### config.mk
export PLATFORM = sky130hd
export DESIGN_NAME = clk_gen_ctrl
export DESIGN_NICKNAME = d
export VERILOG_FILES = /design/src/hw/clk_gen_pkg.sv /design/src/hw/clk_gen_ctrl.sv /design/src/hw/main_osc_wait.sv
export SDC_FILE = /design/constraint.sdc
export NUM_CORES = 1
export LEC_CHECK = 0
export BUFFER_PORTS_ARGS = -buffer_cell sky130_fd_sc_hd__buf_2
export CELL_PAD_IN_SITES_DETAIL_PLACEMENT = 1
export CELL_PAD_IN_SITES_GLOBAL_PLACEMENT = 1
export CORE_MARGIN = 4
export CORE_UTILIZATION = 39
export DETAILED_ROUTE_END_ITERATION = 12
export GPL_TIMING_DRIVEN = 1
export HOLD_SLACK_MARGIN = 0.05
export PLACE_DENSITY = 0.8
export SLEW_MARGIN = 20
export SYNTH_ARGS = -nofsm -noshare
export SYNTH_HDL_FRONTEND = slang
export SYNTH_HIERARCHICAL = 1
export SYNTH_SLANG_ARGS = --single-unit
### constraint.sdc
create_clock -name hclk -period 2.5 [get_ports hclk]
set_input_delay 0.5 -clock hclk [delete_from_list [all_inputs] [get_ports hclk]]
set_output_delay 0.5 -clock hclk [all_outputs]
set_load 0.01 [all_outputs]
### src/hw/clk_gen_pkg.sv
/*
 clock generation unit: register offsets, field positions, reset values,
 clock source enumeration and the packed configuration carrier.
 assumes a 32-bit ahb-lite register bus with word-aligned registers.
*/
package clk_gen_pkg;

    // ------------------------------------------------------------
    // register offsets (byte addresses, low eight address bits)
    // ------------------------------------------------------------
    localparam logic [7:0] OFF_SYS_CLK   = 8'h00;
    localparam logic [7:0] OFF_SYS_CLK2  = 8'h04;
    localparam logic [7:0] OFF_PLL       = 8'h08;
    localparam logic [7:0] OFF_MOSC_WAIT = 8'h0c;
    localparam logic [7:0] OFF_SRC_CTRL  = 8'h10;
    localparam logic [7:0] OFF_STABLE    = 8'h14;
    localparam logic [7:0] OFF_IRQ_STAT  = 8'h18;
    localparam logic [7:0] OFF_IRQ_MASK  = 8'h1c;

    // ------------------------------------------------------------
    // field positions
    // ------------------------------------------------------------
    localparam int SCK_PERIPH_D_DIV_SEL_LSB   = 0;
    localparam int SCK_PERIPH_A_DIV_SEL_LSB   = 12;
    localparam int SCK_BCLK_HIGH  = 16;
    localparam int SCK_BCLK_HALF  = 17;
    localparam int SCK2_CANFD_DIV_SEL_LSB = 0;
    localparam int PLL_DIV_LSB    = 0;
    localparam int PLL_SRC_BIT    = 4;
    localparam int PLL_MULT_LSB   = 8;
    localparam int SRC_REQ_LSB    = 0;
    localparam int SRC_MOSC_EN    = 2;
    localparam int SRC_PLL_EN     = 3;
    localparam int SRC_FAST_PWR   = 4;
    localparam int SRC_FAST_FREQ  = 5;
    localparam int SRC_STOP_DET   = 7;
    localparam int SRC_STOP_HIZ   = 8;
    localparam int SRC_EVT_SW     = 9;
    localparam int IRQ_STOP       = 0;
    localparam int IRQ_MOSC_RDY   = 1;
    localparam int IRQ_EVT_SW     = 2;
    localparam int IRQ_W          = 3;

    // ------------------------------------------------------------
    // legal codes and reset values
    // ------------------------------------------------------------
    localparam logic [1:0] PLL_DIV_BAD   = 2'h3;
    localparam logic [5:0] PLL_MULT_MIN  = 6'h13;
    localparam logic [5:0] PLL_MULT_MAX  = 6'h3b;
    localparam logic [1:0] FAST_FREQ_BAD = 2'h3;
    localparam logic [5:0] PLL_MULT_RST  = 6'h13;
    localparam logic [7:0] MOSC_WAIT_RST = 8'hff;
    localparam int         MOSC_WAIT_SHIFT = 5;
    localparam int         MOSC_CNT_W    = 13;

    typedef enum logic [1:0] {
        SRC_SLOW,
        SRC_FAST,
        SRC_MAIN,
        SRC_PLL
    } clk_src_e;

    typedef struct packed {
        logic [3:0] periph_a_div_sel;
        logic [3:0] periph_d_div_sel;
        logic       bclk_high;
        logic       bclk_half;
        logic [3:0] canfd_div_sel;
        logic [1:0] pll_in_div_sel;
        logic       pll_src_sel_a;
        logic [5:0] pll_mult_code;
        logic [7:0] main_osc_wait_code;
        clk_src_e   src_req;
        logic       main_osc_en;
        logic       pll_en;
        logic       fast_osc_pwr;
        logic [1:0] fast_osc_freq;
        logic       stop_det_en;
        logic       stop_hiz_en;
        logic       evt_switch_en;
    } cfg_s;

    localparam cfg_s CFG_RST = '{
        periph_a_div_sel:   4'h0,
        periph_d_div_sel:   4'h0,
        bclk_high:          1'b0,
        bclk_half:          1'b0,
        canfd_div_sel:      4'h0,
        pll_in_div_sel:     2'h0,
        pll_src_sel_a:      1'b0,
        pll_mult_code:      PLL_MULT_RST,
        main_osc_wait_code: MOSC_WAIT_RST,
        src_req:            SRC_SLOW,
        main_osc_en:        1'b0,
        pll_en:             1'b0,
        fast_osc_pwr:       1'b0,
        fast_osc_freq:      2'h0,
        stop_det_en:        1'b0,
        stop_hiz_en:        1'b0,
        evt_switch_en:      1'b0
    };

endpackage : clk_gen_pkg

### src/hw/clk_gen_ctrl.sv
/*
 clock generation unit control logic: ahb-lite register slave, pll setup
 decode, oscillator stabilisation, main oscillator stop fallback, bus clock
 pin, event link hooks and interrupt.
 assumes all inputs synchronous to hclk; oscillators and pll are analog.
*/
// Function
// - main oscillator stop switches the system clock to the slow oscillator
// - main oscillator stop can force timer output pins to high impedance
// - pll input divider code 0,1,2 divide by 1,2,3; code 3 refused
// - pll source select chooses main oscillator or fast on-chip oscillator
// - multiplier code 0x13..0x3b gives x10.0 to x30.0 in half steps
// - bus clock pin drives the bus clock or holds high
// - driven bus clock pin shows the bus clock or half of it
// - fast oscillator frequency 16, 18 or 20 MHz, with power control
// - an event link output pulse marks main oscillator stop
// - an event link input can switch the source to the slow oscillator
// - sys clock control holds four-bit peripheral a and d divider selects
// - second sys clock control holds a four-bit can-fd divider select
// - pll multiplication 10 to 30, input division 1, 2 or 3
`timescale 1ns/1ps
`default_nettype none

module clk_gen_ctrl
    import clk_gen_pkg::*;
(
    input  wire logic        hclk,
    input  wire logic        hresetn,
    input  wire logic        hsel,
    input  wire logic [31:0] haddr,
    input  wire logic [1:0]  htrans,
    input  wire logic        hwrite,
    input  wire logic [2:0]  hsize,
    input  wire logic [31:0] hwdata,
    input  wire logic        hready,
    output var  logic [31:0] hrdata,
    output var  logic        hreadyout,
    output var  logic        hresp,
    input  wire logic        slow_tick,
    input  wire logic        main_osc_alive,
    input  wire logic        pll_lock,
    input  wire logic        fast_osc_ready,
    input  wire logic        bclk_edge,
    input  wire logic        evt_in,
    output var  logic        evt_out,
    output var  logic        timer_hiz_req,
    output var  logic        bclk_pin,
    output var  cfg_s        cfg,
    output var  clk_src_e    active_src,
    output var  logic [1:0]  pll_in_div_ratio,
    output var  logic [5:0]  pll_mult_half,
    output var  logic        irq
);

    cfg_s               cfg_reg;
    cfg_s               cfg_next;
    clk_src_e           src_reg;
    clk_src_e           src_next;
    logic               wr_pend_reg;
    logic               wr_pend_next;
    logic [7:0]         waddr_reg;
    logic [7:0]         waddr_next;
    logic [31:0]        hrdata_reg;
    logic [31:0]        hrdata_next;
    logic               hreadyout_reg;
    logic               stopped_reg;
    logic               stopped_next;
    logic               evt_out_reg;
    logic               evt_out_next;
    logic               hiz_reg;
    logic               hiz_next;
    logic [IRQ_W-1:0]   stat_reg;
    logic [IRQ_W-1:0]   stat_next;
    logic [IRQ_W-1:0]   mask_reg;
    logic [IRQ_W-1:0]   mask_next;
    logic               irq_reg;
    logic               irq_next;
    logic               bclk_full_reg;
    logic               bclk_full_next;
    logic               bclk_half_reg;
    logic               bclk_half_next;
    logic               bclk_pin_reg;
    logic               bclk_pin_next;
    logic [1:0]         div_ratio_reg;
    logic [1:0]         div_ratio_next;
    logic [5:0]         mult_half_reg;
    logic [5:0]         mult_half_next;
    logic               main_stable;
    logic               main_stable_d_reg;
    logic               addr_ok;
    logic               stop_hit;
    logic               evt_hit;
    logic               pll_ref_ok;
    logic [IRQ_W-1:0]   stat_set;
    logic [IRQ_W-1:0]   stat_clr;

    // ------------------------------------------------------------
    // stabilisation wait counter
    // ------------------------------------------------------------
    main_osc_wait u_wait (
        .hclk      (hclk),
        .hresetn   (hresetn),
        .enable    (cfg_reg.main_osc_en && !stopped_reg),
        .slow_tick (slow_tick),
        .wait_code (cfg_reg.main_osc_wait_code),
        .stable    (main_stable)
    );

    function automatic logic target_ok(input clk_src_e s, input cfg_s c,
                                       input logic mst, input logic pref);
        unique case (s)
            SRC_SLOW: target_ok = 1'b1;
            SRC_FAST: target_ok = c.fast_osc_pwr && fast_osc_ready;
            SRC_MAIN: target_ok = mst;
            SRC_PLL:  target_ok = c.pll_en && pll_lock && pref;
        endcase
    endfunction : target_ok

    // ------------------------------------------------------------
    // register access
    // ------------------------------------------------------------
    always_comb begin
        addr_ok      = hsel && hready && htrans[1];
        wr_pend_next = addr_ok && hwrite;
        waddr_next   = addr_ok ? haddr[7:0] : waddr_reg;
        cfg_next     = cfg_reg;
        mask_next    = mask_reg;
        stat_clr     = '0;
        hrdata_next  = 32'h0000_0000;
        if (addr_ok && !hwrite) begin
            unique case (haddr[7:0])
                OFF_SYS_CLK: begin
                    hrdata_next[SCK_PERIPH_D_DIV_SEL_LSB +: 4] = cfg_reg.periph_d_div_sel;
                    hrdata_next[SCK_PERIPH_A_DIV_SEL_LSB +: 4] = cfg_reg.periph_a_div_sel;
                    hrdata_next[SCK_BCLK_HIGH]     = cfg_reg.bclk_high;
                    hrdata_next[SCK_BCLK_HALF]     = cfg_reg.bclk_half;
                end
                OFF_SYS_CLK2: hrdata_next[SCK2_CANFD_DIV_SEL_LSB +: 4] = cfg_reg.canfd_div_sel;
                OFF_PLL: begin
                    hrdata_next[PLL_DIV_LSB +: 2]  = cfg_reg.pll_in_div_sel;
                    hrdata_next[PLL_SRC_BIT]       = cfg_reg.pll_src_sel_a;
                    hrdata_next[PLL_MULT_LSB +: 6] = cfg_reg.pll_mult_code;
                end
                OFF_MOSC_WAIT: hrdata_next[7:0] = cfg_reg.main_osc_wait_code;
                OFF_SRC_CTRL: begin
                    hrdata_next[SRC_REQ_LSB +: 2]   = cfg_reg.src_req;
                    hrdata_next[SRC_MOSC_EN]        = cfg_reg.main_osc_en;
                    hrdata_next[SRC_PLL_EN]         = cfg_reg.pll_en;
                    hrdata_next[SRC_FAST_PWR]       = cfg_reg.fast_osc_pwr;
                    hrdata_next[SRC_FAST_FREQ +: 2] = cfg_reg.fast_osc_freq;
                    hrdata_next[SRC_STOP_DET]       = cfg_reg.stop_det_en;
                    hrdata_next[SRC_STOP_HIZ]       = cfg_reg.stop_hiz_en;
                    hrdata_next[SRC_EVT_SW]         = cfg_reg.evt_switch_en;
                end
                OFF_STABLE: hrdata_next[5:0] = {src_reg, stopped_reg,
                                                fast_osc_ready, pll_lock,
                                                main_stable};
                OFF_IRQ_STAT: begin
                    hrdata_next[IRQ_W-1:0] = stat_reg;
                    stat_clr               = stat_reg;
                end
                OFF_IRQ_MASK: hrdata_next[IRQ_W-1:0] = mask_reg;
                default: hrdata_next = 32'h0000_0000;
            endcase
        end
        if (wr_pend_reg) begin
            unique case (waddr_reg)
                OFF_SYS_CLK: begin
                    cfg_next.periph_d_div_sel = hwdata[SCK_PERIPH_D_DIV_SEL_LSB +: 4];
                    cfg_next.periph_a_div_sel = hwdata[SCK_PERIPH_A_DIV_SEL_LSB +: 4];
                    cfg_next.bclk_high        = hwdata[SCK_BCLK_HIGH];
                    cfg_next.bclk_half        = hwdata[SCK_BCLK_HALF];
                end
                OFF_SYS_CLK2: cfg_next.canfd_div_sel = hwdata[SCK2_CANFD_DIV_SEL_LSB +: 4];
                OFF_PLL: begin
                    if (hwdata[PLL_DIV_LSB +: 2] != PLL_DIV_BAD) begin
                        cfg_next.pll_in_div_sel = hwdata[PLL_DIV_LSB +: 2];
                    end
                    cfg_next.pll_src_sel_a = hwdata[PLL_SRC_BIT];
                    if (hwdata[PLL_MULT_LSB +: 6] >= PLL_MULT_MIN &&
                        hwdata[PLL_MULT_LSB +: 6] <= PLL_MULT_MAX) begin
                        cfg_next.pll_mult_code = hwdata[PLL_MULT_LSB +: 6];
                    end
                end
                OFF_MOSC_WAIT: cfg_next.main_osc_wait_code = hwdata[7:0];
                OFF_SRC_CTRL: begin
                    cfg_next.src_req      = clk_src_e'(hwdata[SRC_REQ_LSB +: 2]);
                    cfg_next.main_osc_en  = hwdata[SRC_MOSC_EN];
                    cfg_next.pll_en       = hwdata[SRC_PLL_EN];
                    cfg_next.fast_osc_pwr = hwdata[SRC_FAST_PWR];
                    if (hwdata[SRC_FAST_FREQ +: 2] != FAST_FREQ_BAD) begin
                        cfg_next.fast_osc_freq = hwdata[SRC_FAST_FREQ +: 2];
                    end
                    cfg_next.stop_det_en   = hwdata[SRC_STOP_DET];
                    cfg_next.stop_hiz_en   = hwdata[SRC_STOP_HIZ];
                    cfg_next.evt_switch_en = hwdata[SRC_EVT_SW];
                end
                OFF_IRQ_MASK: mask_next = hwdata[IRQ_W-1:0];
                default: mask_next = mask_reg;
            endcase
        end
        // ------------------------------------------------------------
        // stop detection, event input and source switching
        // ------------------------------------------------------------
        stop_hit = cfg_reg.stop_det_en && main_stable && !main_osc_alive &&
                   !stopped_reg;
        evt_hit  = cfg_reg.evt_switch_en && evt_in;
        stopped_next = cfg_reg.stop_det_en && (stopped_reg || stop_hit);
        evt_out_next = stop_hit;
        hiz_next     = stopped_next && cfg_reg.stop_hiz_en;
        if (stop_hit || evt_hit) begin
            cfg_next.src_req = SRC_SLOW;
        end
        pll_ref_ok = cfg_reg.pll_src_sel_a ? fast_osc_ready : main_stable;
        src_next   = src_reg;
        if (stop_hit || evt_hit) begin
            src_next = SRC_SLOW;
        end else if (cfg_reg.src_req != src_reg &&
                     target_ok(cfg_reg.src_req, cfg_reg, main_stable, pll_ref_ok)) begin
            src_next = cfg_reg.src_req;
        end
        // ------------------------------------------------------------
        // interrupt status, set wins over read clear
        // ------------------------------------------------------------
        stat_set = '0;
        stat_set[IRQ_STOP]     = stop_hit;
        stat_set[IRQ_MOSC_RDY] = main_stable && !main_stable_d_reg;
        stat_set[IRQ_EVT_SW]   = evt_hit;
        stat_next = (stat_reg & ~stat_clr) | stat_set;
        irq_next  = |(stat_next & mask_next);
        // ------------------------------------------------------------
        // bus clock pin and pll decode
        // ------------------------------------------------------------
        bclk_full_next = bclk_edge ? !bclk_full_reg : bclk_full_reg;
        bclk_half_next = (bclk_edge && bclk_full_reg) ? !bclk_half_reg : bclk_half_reg;
        bclk_pin_next  = cfg_next.bclk_high ? 1'b1 :
                         (cfg_next.bclk_half ? bclk_half_next : bclk_full_next);
        div_ratio_next = cfg_next.pll_in_div_sel + 2'h1;
        mult_half_next = cfg_next.pll_mult_code + 6'h01;
    end

    always_ff @(posedge hclk or negedge hresetn) begin
        if (!hresetn) begin
            cfg_reg           <= CFG_RST;
            src_reg           <= SRC_SLOW;
            wr_pend_reg       <= 1'b0;
            waddr_reg         <= 8'h00;
            hrdata_reg        <= 32'h0000_0000;
            hreadyout_reg     <= 1'b0;
            stopped_reg       <= 1'b0;
            evt_out_reg       <= 1'b0;
            hiz_reg           <= 1'b0;
            stat_reg          <= '0;
            mask_reg          <= '0;
            irq_reg           <= 1'b0;
            bclk_full_reg     <= 1'b0;
            bclk_half_reg     <= 1'b0;
            bclk_pin_reg      <= 1'b1;
            div_ratio_reg     <= 2'h1;
            mult_half_reg     <= PLL_MULT_RST + 6'h01;
            main_stable_d_reg <= 1'b0;
        end else begin
            cfg_reg           <= cfg_next;
            src_reg           <= src_next;
            wr_pend_reg       <= wr_pend_next;
            waddr_reg         <= waddr_next;
            hrdata_reg        <= hrdata_next;
            hreadyout_reg     <= 1'b1;
            stopped_reg       <= stopped_next;
            evt_out_reg       <= evt_out_next;
            hiz_reg           <= hiz_next;
            stat_reg          <= stat_next;
            mask_reg          <= mask_next;
            irq_reg           <= irq_next;
            bclk_full_reg     <= bclk_full_next;
            bclk_half_reg     <= bclk_half_next;
            bclk_pin_reg      <= bclk_pin_next;
            div_ratio_reg     <= div_ratio_next;
            mult_half_reg     <= mult_half_next;
            main_stable_d_reg <= main_stable;
        end
    end

    // ------------------------------------------------------------
    // outputs
    // ------------------------------------------------------------
    assign hrdata           = hrdata_reg;
    assign hreadyout        = hreadyout_reg;
    assign hresp            = 1'b0;
    assign evt_out          = evt_out_reg;
    assign timer_hiz_req    = hiz_reg;
    assign bclk_pin         = bclk_pin_reg;
    assign cfg              = cfg_reg;
    assign active_src       = src_reg;
    assign pll_in_div_ratio = div_ratio_reg;
    assign pll_mult_half    = mult_half_reg;
    assign irq              = irq_reg;

endmodule : clk_gen_ctrl

`default_nettype wire

### src/hw/main_osc_wait.sv
/*
 main oscillator stabilisation wait counter.
 assumes slow_tick is a one-cycle pulse per slow on-chip oscillator cycle.
*/
`timescale 1ns/1ps
`default_nettype none

module main_osc_wait
    import clk_gen_pkg::*;
(
    input  wire logic       hclk,
    input  wire logic       hresetn,
    input  wire logic       enable,
    input  wire logic       slow_tick,
    input  wire logic [7:0] wait_code,
    output var  logic       stable
);

    logic [MOSC_CNT_W-1:0] cnt_reg;
    logic [MOSC_CNT_W-1:0] cnt_next;
    logic                  stable_reg;
    logic                  stable_next;
    logic [MOSC_CNT_W-1:0] target;

    // ------------------------------------------------------------
    // count slow oscillator cycles after enable
    // ------------------------------------------------------------
    always_comb begin
        target      = MOSC_CNT_W'({wait_code, 5'h00});
        cnt_next    = cnt_reg;
        stable_next = stable_reg;
        if (!enable) begin
            cnt_next    = '0;
            stable_next = 1'b0;
        end else if (!stable_reg && slow_tick) begin
            if (cnt_reg >= target) begin
                stable_next = 1'b1;
            end else begin
                cnt_next = cnt_reg + MOSC_CNT_W'(1);
            end
        end
    end

    always_ff @(posedge hclk or negedge hresetn) begin
        if (!hresetn) begin
            cnt_reg    <= '0;
            stable_reg <= 1'b0;
        end else begin
            cnt_reg    <= cnt_next;
            stable_reg <= stable_next;
        end
    end

    assign stable = stable_reg;

endmodule : main_osc_wait

`default_nettype wire

==> results of run 1 <==
[stage by stage]
step           cells  util, %  setup slack (ns)  power (mW)  hold WS (ns)
2_1_floorplan    469        -             0.159        2.27         0.204
3_3_place_gp     737     46.7             0.149        2.48         0.445
3_5_place_dp     737     46.7            0.0405        2.51         0.454
4_1_cts          753     49.2            0.0206        3.99         0.143
5_1_grt          754     49.3           0.00119        4.14         0.170
6_report         754     49.3            0.0796        3.95         0.141
[critical path, stage by stage (launching register included)]
cell	delay, ns
dfstp_2	0.53
inv_1	0.05
ha_1	0.30
and4_4	0.21
a221oi_4	0.27
o221ai_2	0.16
buf_12	0.18
or4_4	0.50
a21oi_2	0.16
[worst max-delay path by stage]
stage / start / endpoint / slack (ns)
global route: cfg[13]$_DFFE_PN1P_ / u_wait/cnt_reg[4]$_DFFE_PN0P_ / 0.001
global placement: cfg[12]$_DFFE_PN1P_ / u_wait/cnt_reg[7]$_DFFE_PN0P_ / 0.15
CTS: cfg[12]$_DFFE_PN1P_ / u_wait/cnt_reg[6]$_DFFE_PN0P_ / 0.02
floorplan: cfg[13]$_DFFE_PN1P_ / u_wait/cnt_reg[8]$_DFFE_PN0P_ / 0.16
finish: cfg[12]$_DFFE_PN1P_ / u_wait/cnt_reg[6]$_DFFE_PN0P_ / 0.08
detailed placement: cfg[12]$_DFFE_PN1P_ / u_wait/cnt_reg[9]$_DFFE_PN0P_ / 0.04
[power groups by stage]
stage          registers, mW  logic, mW  clock network (mW)
5_1_grt                 1.99      0.567                1.59
3_5_place_dp            2.00      0.513                   0
4_1_cts                 1.97      0.519                1.50
6_report                1.97      0.515                1.47
3_3_place_gp            1.99      0.491                   0
2_1_floorplan           2.01      0.260                   0
[cell families (layout without fill, tap and decap cells)]
logic type      after synthesis  after routing  share of synthesized area [%]
xor+xnor                      7              7                           1.32
mux                          60             60                           13.0
fa+ha+maj                    12             12                           2.88
flops                       107            107                           51.7
other cells                   2             16                          0.144
compound gates               78             78                           10.6
simple gates                140            140                           15.3
buf+inv                      49            162                           4.99
[cell type report]
class / instances / share of cell area [%]
multi-input cells: 313 / 36.8
well taps: 172 / 3.40
clock inverters: 3 / 0.751
flip-flops and latches: 107 / 42.6
repair buffers: 128 / 11.2
clock buffers: 13 / 4.11
inverters: 18 / 1.07
[cell usage after synthesis, types with 10 or more instances]
cell type  count  area (sq um)
nor3_1        10          50.1
ha_1          12           150
buf_4         15           113
dfstp_2       15           394
o31ai_1       10          75.1
inv_1         18          67.6
nand3_1       23           115
nor2_1        27           101
or4_1         10          75.1
mux2_2        46           518
nand2_1       20          75.1
dfrtp_1       92          2300
mux2i_1       12           120
a21oi_1       25           125
[timing repair]
| item | 4_1_cts | 5_1_grt |
|---|---|---|
| pin swaps | 0 | 3 |
| setup endpoints to repair | 1 | 9 |
| gates resized for setup | 1 | 3 |
| hold buffers | 0 | 0 |
| buffers inserted | 0 | 1 |
[metal layers]
layer,vias up,GRT usage (%),share of wire (%)
met5,-,0,0
met3,16,5.13,5.9
met4,0,5.67,1.7
li1,1854,-,-
met2,131,34.2,49
met1,2103,26.8,43
==> flow_summary_export.csv, run 1 <==
group,metric,value,unit
logic_synthesis,async_flop_share,100,%
power_and_ir_drop,pwr-share-clk,37.1,%
timing,min_period,2.42,ns
placed_design,dp_hpwl,11400,microns
logic_synthesis,synth_edf_count,0,
layout,final_common_cell,"buf_2",
grt,gr-total-overflow,0,
layout,fin_nets,669,
outcome,outcome,"complete, no violations",
logic_synthesis,avgSynthCellArea,11.5,sq um
layout,final_cell_mix,"buf_2, dfrtp_1, mux2_2",
power_and_ir_drop,powerDensity,625,nW/um^2
power_and_ir_drop,ir_worst_vdd,489,uV
grt,grt_pass1_vias,4519,
setup_path,worstReg2RegStart,"cfg[12]$_DFFE_PN1P_",
floorplan,die_h,124,microns
route,first_pass_iters,4,
timing,hold_viol,0,
setup_path,path_class,"flip-flop to flip-flop",
logic_synthesis,yosysUniqueCellTypes,62,
setup_path,end_kind,"flip-flop",
clock_tree,insertion_delay,0.35,ns
layout,layout.area.seq,2700,sq um
clock_tree,cts_tree,"built",
floorplan,coreArea,12800,sq um
placed_design,gp_congestion,0.847,
clock_tree,cts.sinks,107,
route,detail-route-antenna-nets,0,
route,drc_errors,0,
logic_synthesis,yosys_warnings,6,
setup_path,worstPathArrival,2.69,ns
power_and_ir_drop,combPwrFrac,13.0,%
setup_path,cp.required,2.77,ns
layout,n_antenna_cell,0,
timing,finalMaxSlewViolations,0,
setup_path,r2r_end,"u_wait/cnt_reg[6]$_DFFE_PN0P_",
power_and_ir_drop,switchingPower,1.03,mW
logic_synthesis,ys_ff_latch,107,
floorplan,initial_core_util,40.6,%
placed_design,io_buffers,111,
clock_tree,clk_pin_slew,0.07,ns
layout,syn_to_final_growth,21.4,%
setup_path,worstRegToRegCells,8,
power_and_ir_drop,internal_power,2.92,mW
timing,fin_skew,0.00702,ns
route,wl,15000,microns
layout,largest_reg_flops,41,
job,maxCapViolCount,0,
route,wl_per_cell,20.0,microns
layout,drive_gt1_share,38.7,%
clock_tree,clockRootBuffer,"clkbuf_16",
grt,grt_max_degree,44,
timing,max_freq,413,MHz
min_path,holdCritPathClass,"input pin to async pin",
floorplan,core.rowCount,41,
grt,grt_antenna_before_repair,0,
placed_design,place_area,5990,sq um
power_and_ir_drop,p_sw_share,26.1,%
timing,setup_tns,0,ns
timing,fin_crit_sh,96.8,%
timing,tightest_slew,0.745,ns
floorplan,chipWidth,124,microns
route,viasPerCell,5.44,
clock_tree,htreeDepth,3,
logic_synthesis,netlist_instances,455,
route,drtIter0Drc,183,
route,num_vias,4104,
layout,multi_input_area,2330,sq um
setup_path,critPathMaxFanout,23,
setup_path,critPathLaunchType,"flip-flop",
logic_synthesis,ys.flop_type,"dfrtp_1",
power_and_ir_drop,p_leak,3.01,nW
power_and_ir_drop,pwr-share-seq,49.9,%
logic_synthesis,yosysSeqAreaShare,51.7,%
layout,final_area,6330,sq um
floorplan,die_area,15300,sq um
timing,rsz0062_at_grt,"false",
grt,grt.total_usage,20.6,%
layout,fillers,1448,
clock_tree,cts_buffers,9,
clock_tree,cts.path.max_buffers,2,
setup_path,r2r_setup_slack,0.08,ns
logic_synthesis,netlist_area,5210,sq um
floorplan,num_io_pins,169,
grt,grt_pass1_wl,24200,microns
timing,setup-violations-final,0,
timing,relSlewSlack,50.3,%
No activity file was read; power rests on OpenSTA's default activity.
==> run 2, diff against run 1 <==
Settings changed: ABC_AREA set to 1, CORE_UTILIZATION 39 to 38, PLACE_DENSITY 0.8 to 0.81.
==> run 2 against run 1 <==
Sequential power rose by 7%. Non-clock buffer count fell by 11. Die area rose by 6.4%. Critical path depth did not move. Sequential cell count did not move. Wire length rose by 11%. First-iteration DRC count rose by 37%. Combinational power rose by 63%. Synthesized cell count rose by 39%. Utilization fell by 3.1 points. Critical path type unchanged.
==> flow_summary_export.csv, run 2 <==
group,metric,value,unit
outcome,outcome,"complete, no violations",
clock_tree,insertion_delay,0.36,ns
floorplan,coreArea,13900,sq um
clock_tree,cts_tree,"built",
timing,hold_viol,0,
layout,layout.area.seq,2700,sq um
setup_path,critical_path_buf_inv_count,1,
logic_synthesis,yosysSeqAreaShare,49.7,%
logic_synthesis,synth_edf_count,0,
power_and_ir_drop,pwr-share-seq,46.7,%
floorplan,chipWidth,127,microns
floorplan,core.rowCount,43,
clock_tree,post-cts-setup-buffer-count,0,
route,viasPerCell,5.07,
timing,rsz0062_at_grt,"false",
clock_tree,cts_buffers,9,
layout,final_common_cell,"nand2_1",
placed_design,dp_slack,0.446,ns
logic_synthesis,ys.flop_type,"dfrtp_1",
route,wl_per_cell,17.9,microns
timing,fin_crit_sh,82.7,%
timing,relSlewSlack,55.9,%
setup_path,critPathMaxFanout,13,
floorplan,die_area,16200,sq um
setup_path,end_kind,"flip-flop",
placed_design,io_buffers,111,
setup_path,path_class,"flip-flop to flip-flop",
min_path,holdCritPathClass,"input pin to async pin",
logic_synthesis,yosysUniqueCellTypes,46,
logic_synthesis,synthTopCellsByCount,"nand2_1, dfrtp_1, inv_1",
route,detail-route-antenna-nets,0,
clock_tree,clockRootBuffer,"clkbuf_16",
layout,multi_input_area,2300,sq um
power_and_ir_drop,internal_power,3.10,mW
setup_path,critPathLaunchType,"flip-flop",
logic_synthesis,ys_ff_latch,107,
logic_synthesis,synth_compound_area_share,8.05,%
timing,setup_slack,0.431,ns
power_and_ir_drop,pwr-share-clk,34.7,%
clock_tree,cts.sinks,107,
power_and_ir_drop,ir_worst_vdd,374,uV
setup_path,slowest_delay,0.57,ns
power_and_ir_drop,finalPower,4.50,mW
placed_design,dpl.cell_count,918,
layout,n_antenna_cell,0,
floorplan,num_io_pins,169,
logic_synthesis,synthAdderAreaFrac,2.77,%
grt,grt_pass1_wl,27300,microns
placed_design,gp_congestion,0.903,
layout,syn_to_final_growth,18.9,%
setup_path,crit_path_top_delay_cell,"dfstp_2",
setup_path,cp_cell_sequence,"inv_1, ha_1, a21oi_1, nand2_1, nand2_1, nand4_2, nand3_1, nand2_1",
timing,finalMaxSlewViolations,0,
timing,setup-violations-final,0,
layout,fillers,1721,
timing,max_freq,483,MHz
timing,setup_tns,0,ns
setup_path,worstRegToRegCells,8,
floorplan,die_h,127,microns
floorplan,initial_core_util,38.9,%
job,maxCapViolCount,0,
logic_synthesis,synth_top_family_by_area,"simple AND/OR/NAND/NOR gates",
clock_tree,htreeDepth,3,
logic_synthesis,synth_top_area_share,42.5,%
logic_synthesis,avgSynthCellArea,8.57,sq um
logic_synthesis,ys_top_cells_by_area,"dfrtp_1, nand2_1, dfstp_2, inv_1, nand3_1",
layout,final_cell_mix,"nand2_1, buf_2, dfrtp_1",
clock_tree,hold_buffers,0,
grt,grt_antenna_before_repair,0,
timing,tightest_slew,0.660,ns
layout,largest_reg_flops,41,
power_and_ir_drop,switchingPower,1.40,mW
logic_synthesis,synth-xor-area-share,1.45,%
setup_path,crit_family,"simple AND/OR/NAND/NOR gates",
grt,grt_max_degree,43,
route,drc_errors,0,
power_and_ir_drop,combPwrFrac,18.6,%
logic_synthesis,netlist_area,5420,sq um
route,wl,16700,microns
power_and_ir_drop,p_sw_share,31.1,%
placed_design,dp_hpwl,12500,microns
timing,fin_skew,0.00835,ns
power_and_ir_drop,p_leak,3.45,nW
logic_synthesis,synth.most_common_cell,"nand2_1",
clock_tree,post_cts_resized,0,
layout,fin_nets,841,
setup_path,worstPathArrival,2.31,ns
logic_synthesis,synthMuxAreaShare,1.45,%
logic_synthesis,synthSimpleGateAreaFrac,27.6,%
grt,grt.total_usage,21.4,%
grt,gr-total-overflow,0,
setup_path,cp.depth,8,
logic_synthesis,synth.largest_area_cell,"dfrtp_1",
layout,drive_gt1_share,25.7,%
logic_synthesis,async_flop_share,100,%
logic_synthesis,yosys_warnings,6,
layout,post_layout_nonfiller_instances,934,
power_and_ir_drop,powerDensity,698,nW/um^2
route,num_vias,4733,
clock_tree,cts.path.max_buffers,2,
setup_path,cp.required,2.74,ns
route,drtIter0Drc,251,
route,first_pass_iters,4,
setup_path,path_common_cell,"nand2_1",
layout,post-route-util,46.3,%
grt,grt_pass1_vias,5167,
clock_tree,clk_pin_slew,0.08,ns
logic_synthesis,netlist_instances,633,
timing,min_period,2.07,ns
==> run 2: cell count changes in the layout (fill, tap and decap cells not counted), sizes merged, moves of 12 or more <==
cell,delta
mux2i,-12
nor2,+27
inv,+60
mux2,-40
nand2,+161
o21ai,+36
nand3,+30
==> run 2: power by group through the flow <==
| stage | logic, mW | registers (mW) | clock network [mW] |
|---|---|---|---|
| after floorplan | 0.494 | 2.14 | 0 |
| after global routing | 0.945 | 2.13 | 1.66 |
| after detailed placement | 0.844 | 2.13 | 0 |
| after CTS | 0.850 | 2.10 | 1.59 |
| final | 0.838 | 2.10 | 1.56 |
| after global placement | 0.804 | 2.11 | 0 |
==> run 2: layout make-up <==
| cell class | instances | share of cell area [%] |
|---|---|---|
| multi-input combinational | 437 | 35.7 |
| clock buffer | 11 | 3.61 |
| timing repair buffer | 117 | 9.55 |
| clock inverter | 5 | 1.36 |
| inverter | 77 | 4.48 |
| tap | 180 | 3.49 |
| sequential | 107 | 41.8 |
==> run 2: cells by family after synthesis <==
logic type | after synthesis
other cells | 2
compound gates | 77
simple gates | 316
xor+xnor | 9
fa+ha+maj | 12
mux | 7
buf+inv | 103
flops | 107
==> run 2: worst reg2reg max path: stages, from the launching register on <==
cell and delay (ns):
dfstp_2 0.57, inv_1 0.06, ha_1 0.34, a21oi_1 0.17
nand2_1 0.07, nand2_1 0.12, nand4_2 0.34, nand3_1 0.21
nand2_1 0.08
==> run 2: metrics by stage <==
stage	cell area [sq um]	hold WS, ns
2_1_floorplan	5480	0.204
3_3_place_gp	6130	0.423
3_5_place_dp	6130	0.436
4_1_cts	6450	0.137
5_1_grt	6450	0.156
6_report	6450	0.123
==> run 2: worst paths after layout <==
check | start | endpoint | slack [ns]
setup / recovery | cfg[13]$_DFFE_PN1P_ | u_wait/cnt_reg[4]$_DFFE_PN0P_ | 0.43
hold reg to reg | u_wait/stable$_DFFE_PN0P_ | main_stable_d_reg$_DFF_PN0_ | 0.45
hold / removal | hresetn | cfg[27]$_DFFE_PN0P_ | 0.12
max in group asynchronous | hresetn | cfg[17]$_DFFE_PN1P_ | 1.66
min in group hclk | hwrite | wr_pend_reg$_DFF_PN0_ | 0.38
setup reg to reg | cfg[13]$_DFFE_PN1P_ | u_wait/cnt_reg[4]$_DFFE_PN0P_ | 0.43
==> run 2: routing by layer <==
metal	part of all wire [%]	track usage, %	vias up	wire (microns)
met5	0	0	-	0
li1	-	-	2229	-
met2	49	35.7	146	8100
met4	2.7	8.52	0	458
met1	44	27.8	2326	7330
met3	4.9	3.60	32	812
==> run 3, diff against run 2 <==
Settings changed: CORE_UTILIZATION 38 to 34, PLACE_DENSITY 0.81 to 0.77.
Clock period 2.5 ns to 1.89 ns, I/O delays scaled along.
==> run 3 against run 2 <==
Sequential cell count did not move. Non-clock buffer count rose by 25. First-iteration DRC count fell by 16%. Combinational power rose by 41%. Setup slack got worse by 0.34 ns. Global-route usage fell by 3.0 points. Wire length fell by 2.0%. Register-to-register slack got worse by 0.34 ns. Critical path depth rose by 4. Clock skew rose by 0.0042 ns. Design area rose by 4.7%.
==> flow_summary_export.csv, run 3 (synthesis results as in run 2) <==
group,metric,value,unit
grt,gr-total-overflow,0,
layout,final_area,6750,sq um
min_path,hold_depth,3,
timing,hold_viol,0,
min_path,holdCritPathClass,"input pin to flip-flop",
min_path,hold-path-endpoint,"cfg[17]$_DFFE_PN1P_",
floorplan,core.rowCount,45,
min_path,hp-start,"hwdata[7]",
layout,multi_input_area,2370,sq um
setup_path,worstRegToRegCells,12,
timing,finalMaxSlewViolations,0,
layout,drive_gt1_share,29.6,%
outcome,outcome,"complete, no violations",
layout,fillers,1946,
placed_design,io_buffers,111,
power_and_ir_drop,switchingPower,1.93,mW
route,viasPerCell,4.82,
clock_tree,cts_tree,"built",
power_and_ir_drop,ir_worst_vdd,480,uV
power_and_ir_drop,combPwrFrac,20.3,%
timing,setup-violations-final,0,
route,first_pass_iters,4,
clock_tree,htreeDepth,3,
placed_design,dpl.cell_count,972,
job,maxCapViolCount,0,
layout,largest_reg_flops,41,
route,detail-route-antenna-nets,0,
clock_tree,insertion_delay,0.36,ns
route,num_vias,4780,
route,wl,16400,microns
timing,max_freq,556,MHz
layout,syn_to_final_growth,24.5,%
floorplan,num_io_pins,169,
setup_path,worstPathArrival,2.03,ns
floorplan,coreArea,15400,sq um
layout,final_common_cell,"nand2_1",
timing,rsz0062_at_grt,"true",
grt,grt_pass1_vias,4817,
placed_design,gp_congestion,0.840,
floorplan,die_h,134,microns
placed_design,dp_slack,0.0467,ns
power_and_ir_drop,pwr-share-seq,47.2,%
grt,grt_pass1_wl,26000,microns
power_and_ir_drop,powerDensity,864,nW/um^2
timing,fin_crit_sh,95.1,%
setup_path,r2r_setup_slack,0.09,ns
setup_path,worstReg2RegStart,"cfg[13]$_DFFE_PN1P_",
timing,setup_slack,0.0926,ns
setup_path,critPathLaunchType,"flip-flop",
floorplan,initial_core_util,35.2,%
floorplan,die_area,18000,sq um
timing,fin_skew,0.0126,ns
placed_design,place_area,6360,sq um
floorplan,chipWidth,134,microns
clock_tree,cts.sinks,107,
route,wl_per_cell,16.5,microns
timing,relSlewSlack,64.2,%
route,drtIter0Drc,212,
setup_path,path_class,"flip-flop to flip-flop",
clock_tree,clk_pin_slew,0.08,ns
grt,grt_max_degree,45,
clock_tree,clockRootBuffer,"clkbuf_16",
grt,grt.total_usage,18.4,%
layout,post_layout_nonfiller_instances,991,
layout,n_antenna_cell,0,
setup_path,r2r_end,"u_wait/cnt_reg[12]$_DFFE_PN0P_",
timing,fin_hold_ws,0.251,ns
layout,final_cell_mix,"nand2_1, buf_2, dfrtp_1",
clock_tree,cts.path.max_buffers,2,
power_and_ir_drop,p_sw_share,33.1,%
setup_path,cp.required,2.13,ns
timing,tightest_slew,0.535,ns
power_and_ir_drop,internal_power,3.90,mW
setup_path,end_kind,"flip-flop",
setup_path,critPathMaxFanout,7,
timing,min_period,1.80,ns
grt,grt_antenna_before_repair,0,
clock_tree,cts_buffers,9,
layout,fin_nets,867,
route,drc_errors,0,
timing,setup_tns,0,ns
power_and_ir_drop,p_leak,3.56,nW
power_and_ir_drop,pwr-share-clk,32.5,%
layout,layout.area.seq,2700,sq um
placed_design,dp_hpwl,12500,microns
## run 3: cell types whose count changed in the layout (fill, tap and decap cells not counted), sizes merged
cell	change
bufinv	-2
nand2	+1
inv	+2
dlygate4sd3	+1
clkbuf	-2
buf	+24
clkinv	+2
## run 3: layout make-up
| class | count | area share [%] |
|---|---|---|
| Clock buffer | 9 | 3.34 |
| Clock inverter | 7 | 1.02 |
| Inverter | 77 | 4.28 |
| Multi-Input combinational cell | 438 | 35.2 |
| Sequential cell | 107 | 40.0 |
| Tap cell | 211 | 3.91 |
| Timing Repair Buffer | 142 | 12.3 |
## run 3: power groups by stage
stage / clock network, mW / registers, mW / logic (mW)
floorplan: 0 / 2.83 / 0.653
global placement: 0 / 2.78 / 1.15
detailed placement: 0 / 2.79 / 1.18
CTS: 1.95 / 2.75 / 1.19
global route: 2.05 / 2.79 / 1.33
finish: 1.90 / 2.75 / 1.18
## run 3: worst max-delay path by stage
stage,start,end,slack [ns]
after detailed placement,haddr[3],hrdata[4]$_DFF_PN0_,0.05
after global routing,cfg[13]$_DFFE_PN1P_,u_wait/cnt_reg[7]$_DFFE_PN0P_,-0.02
after floorplan,cfg[17]$_DFFE_PN1P_,u_wait/cnt_reg[3]$_DFFE_PN0P_,0.14
after global placement,haddr[3],hrdata[4]$_DFF_PN0_,0.07
after CTS,cfg[13]$_DFFE_PN1P_,u_wait/cnt_reg[12]$_DFFE_PN0P_,0.01
final,cfg[13]$_DFFE_PN1P_,u_wait/cnt_reg[12]$_DFFE_PN0P_,0.09
## run 3: worst max-delay path, cell delays in order (launching register included)
cell	delay (ns)
dfstp_2	0.55
inv_2	0.06
ha_4	0.26
nand2_1	0.05
inv_1	0.06
nand2_1	0.05
nand2_1	0.07
nand2_2	0.06
buf_4	0.14
nand3_4	0.12
nand2_4	0.10
nand3_1	0.10
nand2_1	0.07
## run 3: repair_timing
action                                  4_1_cts  5_1_grt
gates resized for setup                       0       12
hold endpoints to repair                     26        0
hold buffers                                  1        0
endpoints found under the setup margin        0       16
setup buffers                                 0        1
## run 3: per-layer routing
metal | wire, microns | track usage (%) | part of all wire, %
met2 | 7470 | 28.8 | 46
met3 | 1020 | 3.30 | 6.3
met4 | 237 | 5.26 | 1.4
met1 | 7630 | 26.2 | 47
met5 | 0 | 0 | 0
## run 3: stage by stage
stage,power [mW],util [%]
after floorplan,3.48,-
after global placement,3.93,41.3
after detailed placement,3.97,41.3
after CTS,5.89,43.2
after global routing,6.16,43.7
final,5.83,43.7
